$ cat src/pkg/ptl_defs.vh
// Constants shared by the position trigger and LED IO logic.
// Assumes a 100 MHz core clock; included by bare name.
`ifndef PTL_DEFS_VH
`define PTL_DEFS_VH

// ----------------------------------------------------------------
// Timing
// ----------------------------------------------------------------
`define PTL_CLK_PERIOD_NS   10
`define PTL_BLINK_HALF_MS   250
`define PTL_PULSE_NS        1000

// ----------------------------------------------------------------
// Key and field encodings
// ----------------------------------------------------------------
`define PTL_UNLOCK_KEY      16'h0C1C
`define PTL_DIR_POS_BIT     0
`define PTL_DIR_NEG_BIT     1
`define PTL_ACT_ACTIVATE    2'h0
`define PTL_ACT_TOGGLE      2'h1
`define PTL_ACT_LOW_UP      2'h2
`define PTL_ACT_HIGH_UP     2'h3
`define PTL_TYPE_1          3'h1
`define PTL_TYPE_2          3'h2
`define PTL_TYPE_3          3'h3
`define PTL_TYPE_4          3'h4
`define PTL_TYPE_6          3'h6
`define PTL_DIV_TYPE_2      12
`define PTL_DIV_TYPE_3      3
`define PTL_HYST_RESET      15'h0000

`endif

$ cat src/hw/ptl_crossing.v
// One position trigger's wrap-aware threshold crossing detector.
// Assumes prevPos and curPos are two consecutive valid samples.
`timescale 1ns/1ns
module ptl_crossing (
  // Clock and reset
  input  wire        clk,
  input  wire        srst,
  input  wire        ce,
  // Sample control
  input  wire        sample,
  input  wire        pairValid,
  input  wire        rearmAll,
  // Positions
  input  wire [15:0] prevPos,
  input  wire [15:0] curPos,
  input  wire [15:0] threshold,
  input  wire [14:0] hyst,
  // Results
  output wire        crossUp,
  output wire        crossDown
);

  reg         armUp;
  reg         armDown;
  wire [15:0] dPrev   = prevPos - threshold;
  wire [15:0] dCur    = curPos - threshold;
  wire [15:0] delta   = curPos - prevPos;
  wire [16:0] sumPath = {dPrev[15], dPrev} + {delta[15], delta};
  wire [16:0] hyst17  = {2'b00, hyst};
  wire [16:0] belowLo = {dCur[15], dCur} + hyst17;
  wire [16:0] aboveHi = {dCur[15], dCur} - hyst17;

  // Shortest path around the wrapped range decides direction
  wire rawUp   = !delta[15] && (delta != 16'h0000) && dPrev[15] && !sumPath[16];
  wire rawDown = delta[15] && !dPrev[15] && sumPath[16];

  assign crossUp   = pairValid && rawUp && armUp;
  assign crossDown = pairValid && rawDown && armDown;

  // ----------------------------------------------------------------
  // Hysteresis arming
  // ----------------------------------------------------------------
  always @(posedge clk) begin
    if (srst) begin
      armUp   <= 1'b1;
      armDown <= 1'b1;
    end else if (ce) begin
      if (rearmAll) begin
        armUp   <= 1'b1;
        armDown <= 1'b1;
      end else if (sample) begin
        // Refire only after moving back past the hysteresis band
        if (crossUp)
          armUp <= 1'b0;
        else if (belowLo[16])
          armUp <= 1'b1;
        if (crossDown)
          armDown <= 1'b0;
        else if (!aboveHi[16] && (aboveHi != 17'h00000))
          armDown <= 1'b1;
      end
    end
  end

endmodule // ptl_crossing

$ cat src/hw/ptl_trigger_io.v
// Per-sensor user IO logic: position triggers, status LED, mismatch
// diagnostic, key-protected save or factory restore of defaults and a keyless factory restore on firmware update.
// Assumes the measurement engine pulses measDone once per result and
// that configuration ports are held by a register file elsewhere.
`timescale 1ns/1ns
`include "ptl_defs.vh"

module ptl_trigger_io #(
  parameter NTRIG          = 8,
  parameter NIO            = 4,
  parameter BLINK_HALF_CYC = (`PTL_BLINK_HALF_MS * 1000000) / `PTL_CLK_PERIOD_NS
) (
  // Clock, reset, enable
  input  wire                 clk,
  input  wire                 srst,
  input  wire                 ce,
  // Measurement results
  input  wire                 measDone,
  input  wire                 measValid,
  input  wire [11:0]          measAmplitude,
  input  wire [2:0]           sensorType,
  input  wire [7:0]           sensorSubtype,
  input  wire [15:0]          reportedPosition16,
  input  wire [31:0]          reportedPosition32,
  input  wire [15:0]          coarsePosition,
  input  wire [15:0]          finePosition,
  // Sensor control word
  input  wire                 continuousRun,
  input  wire                 startBit,
  input  wire                 triggerRunEnable,
  input  wire                 incrementalEnable,
  output wire                 measureRequest,
  // LED control word
  input  wire [3:0]           ledIoSelect,
  input  wire [11:0]          ledAmplitudeThreshold,
  // IO polarity config
  input  wire [NIO-1:0]       ioActiveHigh,
  // Trigger configuration
  input  wire [NTRIG-1:0]     triggerEnable,
  input  wire [NTRIG*4-1:0]   triggerIoSelect,
  input  wire [NTRIG*16-1:0]  triggerPosition,
  input  wire [NTRIG*2-1:0]   triggerDirection,
  input  wire [NTRIG*2-1:0]   triggerAction,
  input  wire                 triggerAutoClear,
  input  wire [14:0]          triggerHysteresisSetting,
  input  wire [NTRIG-1:0]     triggerFlagClear,
  output reg  [NTRIG-1:0]     triggerFlag,
  // Diagnostics and pins
  output reg  [15:0]          positionMismatch,
  output reg  [NIO-1:0]       ioOut,
  // Defaults storage control
  input  wire                 keyWrite,
  input  wire [15:0]          keyData,
  input  wire                 saveBit,
  input  wire                 factoryBit,
  input  wire                 firmwareUpdated,
  input  wire                 nvmWriteDone,
  output reg                  nvmWriteStrobe,
  output reg                  nvmRestoreFactory,
  output reg                  deviceResetRequest
);

  localparam PULSE_CYC = (`PTL_PULSE_NS + `PTL_CLK_PERIOD_NS - 1) / `PTL_CLK_PERIOD_NS;
  localparam [1:0] ST_IDLE  = 2'h0;
  localparam [1:0] ST_WRITE = 2'h1;
  localparam [1:0] ST_RESET = 2'h2;

  // ----------------------------------------------------------------
  // Functions
  // ----------------------------------------------------------------
  function [15:0] scalePos;
    input [2:0]  stype;
    input [7:0]  sub;
    input [15:0] p16;
    input [31:0] p32;
    reg   [31:0] q;
    begin
      q = 32'h00000000;
      case (stype)
        `PTL_TYPE_2: q = $signed(p32) / `PTL_DIV_TYPE_2;
        `PTL_TYPE_3: q = $signed(p32) / `PTL_DIV_TYPE_3;
        `PTL_TYPE_6: q = (sub == 8'h00) ? $signed(p32) : $signed(p32) / $signed({24'h000000, sub});
        default:     q = {16'h0000, p16};
      endcase
      scalePos = q[15:0];
    end
  endfunction

  function ioMapped;
    input [3:0] sel;
    input integer io;
    begin
      ioMapped = (sel != 4'h0) && ({28'h0000000, sel} == io + 1);
    end
  endfunction

  // ----------------------------------------------------------------
  // Sample tracking
  // ----------------------------------------------------------------
  reg  [15:0] prevPos;
  reg  [15:0] lastPos;
  reg         prevValid;
  reg         haveLast;
  wire [15:0] curPos     = scalePos(sensorType, sensorSubtype, reportedPosition16,
                                    reportedPosition32);
  wire        validTick  = ce && measDone && measValid;
  wire        pairValid  = prevValid;
  wire        trigSample = validTick && triggerRunEnable;

  assign measureRequest = continuousRun && startBit;

  always @(posedge clk) begin
    if (srst) begin
      prevPos          <= 16'h0000;
      lastPos          <= 16'h0000;
      prevValid        <= 1'b0;
      haveLast         <= 1'b0;
      positionMismatch <= 16'h0000;
    end else if (ce && measDone) begin
      prevValid <= measValid;
      if (measValid) begin
        prevPos  <= curPos;
        lastPos  <= reportedPosition16;
        haveLast <= 1'b1;
        if (incrementalEnable)
          positionMismatch <= haveLast ? reportedPosition16 - lastPos : 16'h0000;
        else
          positionMismatch <= coarsePosition - finePosition;
      end
    end
  end

  // ----------------------------------------------------------------
  // Trigger crossing detectors
  // ----------------------------------------------------------------
  wire [NTRIG-1:0] crossUp;
  wire [NTRIG-1:0] crossDown;
  wire [NTRIG-1:0] fireUp;
  wire [NTRIG-1:0] fireDown;
  wire [NTRIG-1:0] fired;

  genvar g;
  generate
    for (g = 0; g < NTRIG; g = g + 1) begin : gTrig
      ptl_crossing uCross (
        .clk       (clk),
        .srst      (srst),
        .ce        (ce),
        .sample    (trigSample),
        .pairValid (pairValid),
        .rearmAll  (ce && measDone && !measValid),
        .prevPos   (prevPos),
        .curPos    (curPos),
        .threshold (triggerPosition[g*16 +: 16]),
        .hyst      (triggerHysteresisSetting),
        .crossUp   (crossUp[g]),
        .crossDown (crossDown[g])
      );
      assign fireUp[g]   = trigSample && triggerEnable[g] && crossUp[g] &&
                           triggerDirection[g*2 + `PTL_DIR_POS_BIT];
      assign fireDown[g] = trigSample && triggerEnable[g] && crossDown[g] &&
                           triggerDirection[g*2 + `PTL_DIR_NEG_BIT];
      assign fired[g]    = fireUp[g] || fireDown[g];
    end
  endgenerate

  // Hardware set wins over a clear in the same cycle
  always @(posedge clk) begin
    if (srst)
      triggerFlag <= {NTRIG{1'b0}};
    else if (ce)
      triggerFlag <= (triggerFlag & ~triggerFlagClear) | fired;
  end

  // ----------------------------------------------------------------
  // LED status
  // ----------------------------------------------------------------
  reg        ledValid;
  reg        ledStrong;
  reg        blinkPhase;
  reg [31:0] blinkCount;
  reg [NIO-1:0] ledPolarity;

  always @(posedge clk) begin
    if (srst) begin
      ledValid   <= 1'b0;
      ledStrong  <= 1'b0;
      blinkPhase <= 1'b0;
      blinkCount <= 32'h00000000;
      ledPolarity <= {NIO{1'b1}};
    end else if (ce) begin
      if (measDone) begin
        ledValid  <= measValid;
        ledStrong <= (measAmplitude >= ledAmplitudeThreshold);
      end
      if (blinkCount >= BLINK_HALF_CYC - 1) begin
        blinkCount <= 32'h00000000;
        blinkPhase <= !blinkPhase;
      end else begin
        blinkCount <= blinkCount + 32'h00000001;
      end
      if (ledIoSelect == 4'h0)
        ledPolarity <= ioActiveHigh;
    end
  end

  wire ledActive = ledStrong || (ledValid && blinkPhase);

  // ----------------------------------------------------------------
  // IO drive
  // ----------------------------------------------------------------
  reg [NIO-1:0] ioState;
  reg [NIO-1:0] next_ioState;
  reg [NIO-1:0] pulseStart;
  reg [NIO-1:0] holdActive;
  reg [NIO-1:0] pulseOn;
  reg [15:0]    pulseCount [0:NIO-1];
  reg [NIO-1:0] next_ioOut;
  reg           active;
  reg           pol;
  reg [1:0]     act;
  integer       i;
  integer       t;
  integer       k;

  always @* begin
    next_ioState = ioState;
    pulseStart   = {NIO{1'b0}};
    holdActive   = {NIO{1'b0}};
    next_ioOut   = {NIO{1'b0}};
    active       = 1'b0;
    pol          = 1'b0;
    act          = 2'h0;
    for (i = 0; i < NIO; i = i + 1) begin
      for (t = 0; t < NTRIG; t = t + 1) begin
        act = triggerAction[t*2 +: 2];
        if (ioMapped(triggerIoSelect[t*4 +: 4], i)) begin
          case (act)
            `PTL_ACT_ACTIVATE: begin
              if (fired[t] && triggerAutoClear)
                pulseStart[i] = 1'b1;
              if (triggerFlag[t] && !triggerAutoClear)
                holdActive[i] = 1'b1;
            end
            `PTL_ACT_TOGGLE: begin
              if (fired[t])
                next_ioState[i] = !next_ioState[i];
            end
            `PTL_ACT_LOW_UP: begin
              if (fireUp[t])
                next_ioState[i] = !ioActiveHigh[i];
              else if (fireDown[t])
                next_ioState[i] = ioActiveHigh[i];
            end
            `PTL_ACT_HIGH_UP: begin
              if (fireUp[t])
                next_ioState[i] = ioActiveHigh[i];
              else if (fireDown[t])
                next_ioState[i] = !ioActiveHigh[i];
            end
            default: begin
              next_ioState[i] = next_ioState[i];
            end
          endcase
        end
      end
      // Logical active is mapped to the pin through its polarity
      active = ioState[i] || holdActive[i] || pulseOn[i] ||
               (ioMapped(ledIoSelect, i) && ledActive);
      pol    = ioMapped(ledIoSelect, i) ? ledPolarity[i] : ioActiveHigh[i];
      next_ioOut[i] = pol ? active : !active;
    end
  end

  always @(posedge clk) begin
    if (srst) begin
      ioState <= {NIO{1'b0}};
      pulseOn <= {NIO{1'b0}};
      ioOut   <= {NIO{1'b0}};
      for (k = 0; k < NIO; k = k + 1)
        pulseCount[k] <= 16'h0000;
    end else if (ce) begin
      ioState <= next_ioState;
      ioOut   <= next_ioOut;
      for (k = 0; k < NIO; k = k + 1) begin
        if (pulseStart[k]) begin
          pulseOn[k]    <= 1'b1;
          pulseCount[k] <= PULSE_CYC[15:0];
        end else if (pulseCount[k] > 16'h0001) begin
          pulseCount[k] <= pulseCount[k] - 16'h0001;
        end else begin
          pulseCount[k] <= 16'h0000;
          pulseOn[k]    <= 1'b0;
        end
      end
    end
  end

  // ----------------------------------------------------------------
  // Defaults save and factory restore
  // ----------------------------------------------------------------
  reg [1:0] nvmState;
  reg       unlocked;

  always @(posedge clk) begin
    if (srst) begin
      nvmState           <= ST_IDLE;
      unlocked           <= 1'b0;
      nvmWriteStrobe     <= 1'b0;
      nvmRestoreFactory  <= 1'b0;
      deviceResetRequest <= 1'b0;
    end else if (ce) begin
      nvmWriteStrobe     <= 1'b0;
      deviceResetRequest <= 1'b0;
      if (keyWrite)
        unlocked <= (keyData == `PTL_UNLOCK_KEY);
      case (nvmState)
        ST_IDLE: begin
          if (firmwareUpdated) begin
            nvmRestoreFactory <= 1'b1;
            nvmWriteStrobe    <= 1'b1;
            nvmState          <= ST_WRITE;
          end else if (unlocked && (saveBit || factoryBit)) begin
            unlocked          <= 1'b0;
            nvmRestoreFactory <= factoryBit;
            nvmWriteStrobe    <= 1'b1;
            nvmState          <= ST_WRITE;
          end
        end
        ST_WRITE: begin
          if (nvmWriteDone)
            nvmState <= ST_RESET;
        end
        ST_RESET: begin
          deviceResetRequest <= 1'b1;
          nvmState           <= ST_IDLE;
        end
        default: begin
          nvmState <= ST_IDLE;
        end
      endcase
    end
  end

endmodule // ptl_trigger_io

$ cat config.mk
export PLATFORM = sky130hd
export DESIGN_NAME = ptl_trigger_io
export DESIGN_NICKNAME = d
export VERILOG_FILES = /design/src/hw/ptl_crossing.v /design/src/hw/ptl_trigger_io.v
export VERILOG_INCLUDE_DIRS = /design/src /design/src/pkg
export SDC_FILE = /design/constraint.sdc
export NUM_CORES = 2
export LEC_CHECK = 0
export ABC_CLOCK_PERIOD_IN_PS = 109400
export BUFFER_PORTS_ARGS = -buffer_cell sky130_fd_sc_hd__buf_4
export CORE_ASPECT_RATIO = 2
export CORE_MARGIN = 3
export CORE_UTILIZATION = 45
export CTS_CLUSTER_DIAMETER = 60
export DETAILED_ROUTE_END_ITERATION = 7
export GPL_TIMING_DRIVEN = 0
export PLACE_DENSITY = 0.69
export SYNTH_ARGS = -nofsm -noshare
export SYNTH_HDL_FRONTEND = slang
export SYNTH_SLANG_ARGS = --single-unit
$ cat constraint.sdc
create_clock -name clk -period 109.4 [get_ports clk]
set_input_delay 10.94 -clock clk [delete_from_list [all_inputs] [get_ports clk]]
set_output_delay 10.94 -clock clk [all_outputs]
set_load 0.02 [all_outputs]
==> run metrics <==
WS Path Type primary input to flop; Core Region 152,000 um2; Clock Path Buffers 2; number of enable flip-flop cells after synthesis 64; Starting Density 45.4%; Final Setup Violations 0; top cell type's share of synthesized area 18.2%; Seq cells post-synth 194; Hold Path Class flop to flop; DR WL/cell 22.9 um; Synth area leaders ha_1, xnor2_1, nor2_1; DR pass1 iterations 6; Mapped Area 69,100 um2; Rel. slew slack -19.3%; fraction of layout cells with a size suffix above 1 11.1%; CP endpoint kind flop; worst r2r src prevPos[1]; die area 159,000 um2; Post-CTS Hold Fix Bufs 0; final wirelength 282,000 um; status complete, but fails checks; most area-hungry cell type in the Yosys netlist ha_1; worst skew pair latency 510 ps; GR Layer Usage met2 63.9%; Cell variety after synth 138; Vias/cell 6.38; sequential-to-total area share from yosys stat 6.54%; Hold EP unlocked; All-Layer GR Usage 33.6%; Tmin final 104,470 ps; fmax 9.57 MHz; Inserted Clock Buffers 17; Worst path max stage delay 640 ps; met3 usage 5.69%; post-synth net total 11,200; Port Buffers 381; number of max-cap violations 3; hold depth 2; first-pass GRT wire length 426,000 um; GRT Max-Usage Layer met2; Post-route DRC 0; CTS tree yes; largest net degree at the start of global routing 69; HP Start unlocked; Slew @ Worst Pin 1790 ps; initial DRC count 4,655; reg2reg path depth 47; H-Tree Depth 4; # rows 202; CP bufs+invs 48; Final Hold Fails 0; Yosys warnings 0; Detail Route Antenna Nets 0; Die Width 283 um; initial antenna violation count 29; Nets 11,700; crit-path max FO 22; Cells after Synth 9,763; CTS sink cnt 194; syn avg cell area 7.08 um2; met1 Use GR 28.8%; worst reg2reg path endpoint ioState[0]; CP Launch Type primary input; # fillers 15,200; reg2reg setup slack 98,750 ps; Synth Flop Type dfxtp_1; area grow syn2layout 12.7%; Top Ports 409; critical path's slowest cell or4b_2; Clock Tree Root clkbuf_16; Die Height 560 um; clk slew on worst S/H paths 110 ps; Tcrit/Tclk final 95.5%; CP most frequent cell o21a_1; final std cells w/o fill 12,300; placed insts 12,200; Worst Path Required 109,810 ps; Fin Clk Skew 31.3 ps; Overflow after GRT 0; Detailed Place HPWL 231,000 um; arrival time at the worst endpoint 104,880 ps; Vias 78,700; asr flop ratio synth 0%; gp weighted congestion 1.02; max-slew violation count 15; failing checks capacitance limit, slew limit; CP top delay family compound AO/OA/AOI/OAI gates; vias in the first global route 78,900
-- tightest hold or removal path, stage by stage (launching register included) --
cell and delay (ps):
dfxtp_1 320, nand2_1 50, a21oi_1 50
-- flip-flops by register name (all words and copies together), names as in the netlist, 8 cells and up --
name,count
triggerFlag,8
positionMismatch,16
prevPos,16
gTrig.uCross.armDown,8
gTrig.uCross.armUp,8
pulseCount,64
blinkCount,32
lastPos,16
-- metrics by stage --
step / setup slack (ps) / TNS, ps / util, % / instance area (um2) / hold slack, ps
floorplan: 6120 / 0 / - / 69100 / 429
global placement: -16450 / -1428190 / 49.0 / 74500 / 441
detailed placement: -17920 / -1582210 / 49.1 / 74700 / 446
CTS: 112 / 0 / 50.1 / 76300 / 459
global route: -482 / -1750 / 51.2 / 77900 / 468
finish: 4930 / 0 / 51.2 / 77900 / 458
-- kinds of logic after synthesis --
logic type,Yosys count,share of synthesized area [%]
and+or+nand+nor,3691,27.2
AOI/OAI and AO/OA,3006,29.1
adders and majority gates,1038,19.1
xor gates and xnor gates,833,10.6
buffers and inverters,795,4.44
muxes,206,3.13
DFF,194,6.54
-- cells in the final DEF, fill, tap and decap left out, types with 331 or more instances in the layout --
cell / netlist / final
inv_1: 544 / 539
buf_4: 6 / 495
nor3_1: 430 / 412
a21oi_1: 747 / 694
nor2_1: 1079 / 1044
xnor2_1: 496 / 491
o21ai_0: 520 / 498
ha_1: 1003 / 999
xor2_1: 335 / 331
nand2_1: 701 / 692
-- worst max path at each step --
| stage | startpoint | to | slack (ps) | cells past startpoint |
|---|---|---|---|---|
| finish | reportedPosition32[15] | ioState[0] | 4930 | 486 |
| global route | reportedPosition32[0] | ioState[0] | -480 | 487 |
| CTS | reportedPosition32[0] | ioState[0] | 110 | 488 |
| detailed placement | reportedPosition32[0] | ioState[0] | -17920 | 486 |
| global placement | reportedPosition32[0] | ioState[0] | -16450 | 484 |
| floorplan | reportedPosition32[0] | ioState[0] | 6120 | 491 |
-- cells in the mapped netlist, types with 104 or more instances --
master,count
a21o_1,296
a21oi_1,747
and3_1,104
clkbuf_1,170
dfxtp_1,130
ha_1,1003
inv_1,544
mux2i_1,122
nand2_1,701
nand2b_1,153
nand3_1,250
nand4_1,122
nor2_1,1079
nor3_1,430
nor4_1,107
o21a_1,290
o21ai_0,520
o31ai_1,156
or3_1,116
xnor2_1,496
xor2_1,335
-- routing by layer --
layer	vias to the layer above	share of wire [%]
met2	2991	51
met1	36800	32
met4	22	12
li1	37400	-
met5	-	0.049
met3	1496	5.1
-- layout make-up --
class                   instances  area, um2  share of cell area, %
inverters                     550       2070                   2.66
multi-input cells            8776      63100                   81.0
clock buffers                  17        425                  0.546
diodes                         19       47.5                 0.0610
well taps                    2040       2550                   3.28
plain buffers                 234       1130                   1.45
repair buffers                494       3820                   4.91
clock inverters                15        239                  0.307
flip-flops and latches        194       4520                   5.81
-- what timing repair did --
| item | 4_1_cts | 5_1_grt |
|---|---|---|
| endpoints found under the setup margin | 112 | 96 |
| cloned | 0 | 3 |
| pin swaps | 24 | 60 |
| gates resized for setup | 173 | 241 |
| buffers inserted | 26 | 73 |
Power is left out: the tool's default activity adds up to more than one toggle a clock period on the data nets, which glitch-free logic cannot reach.
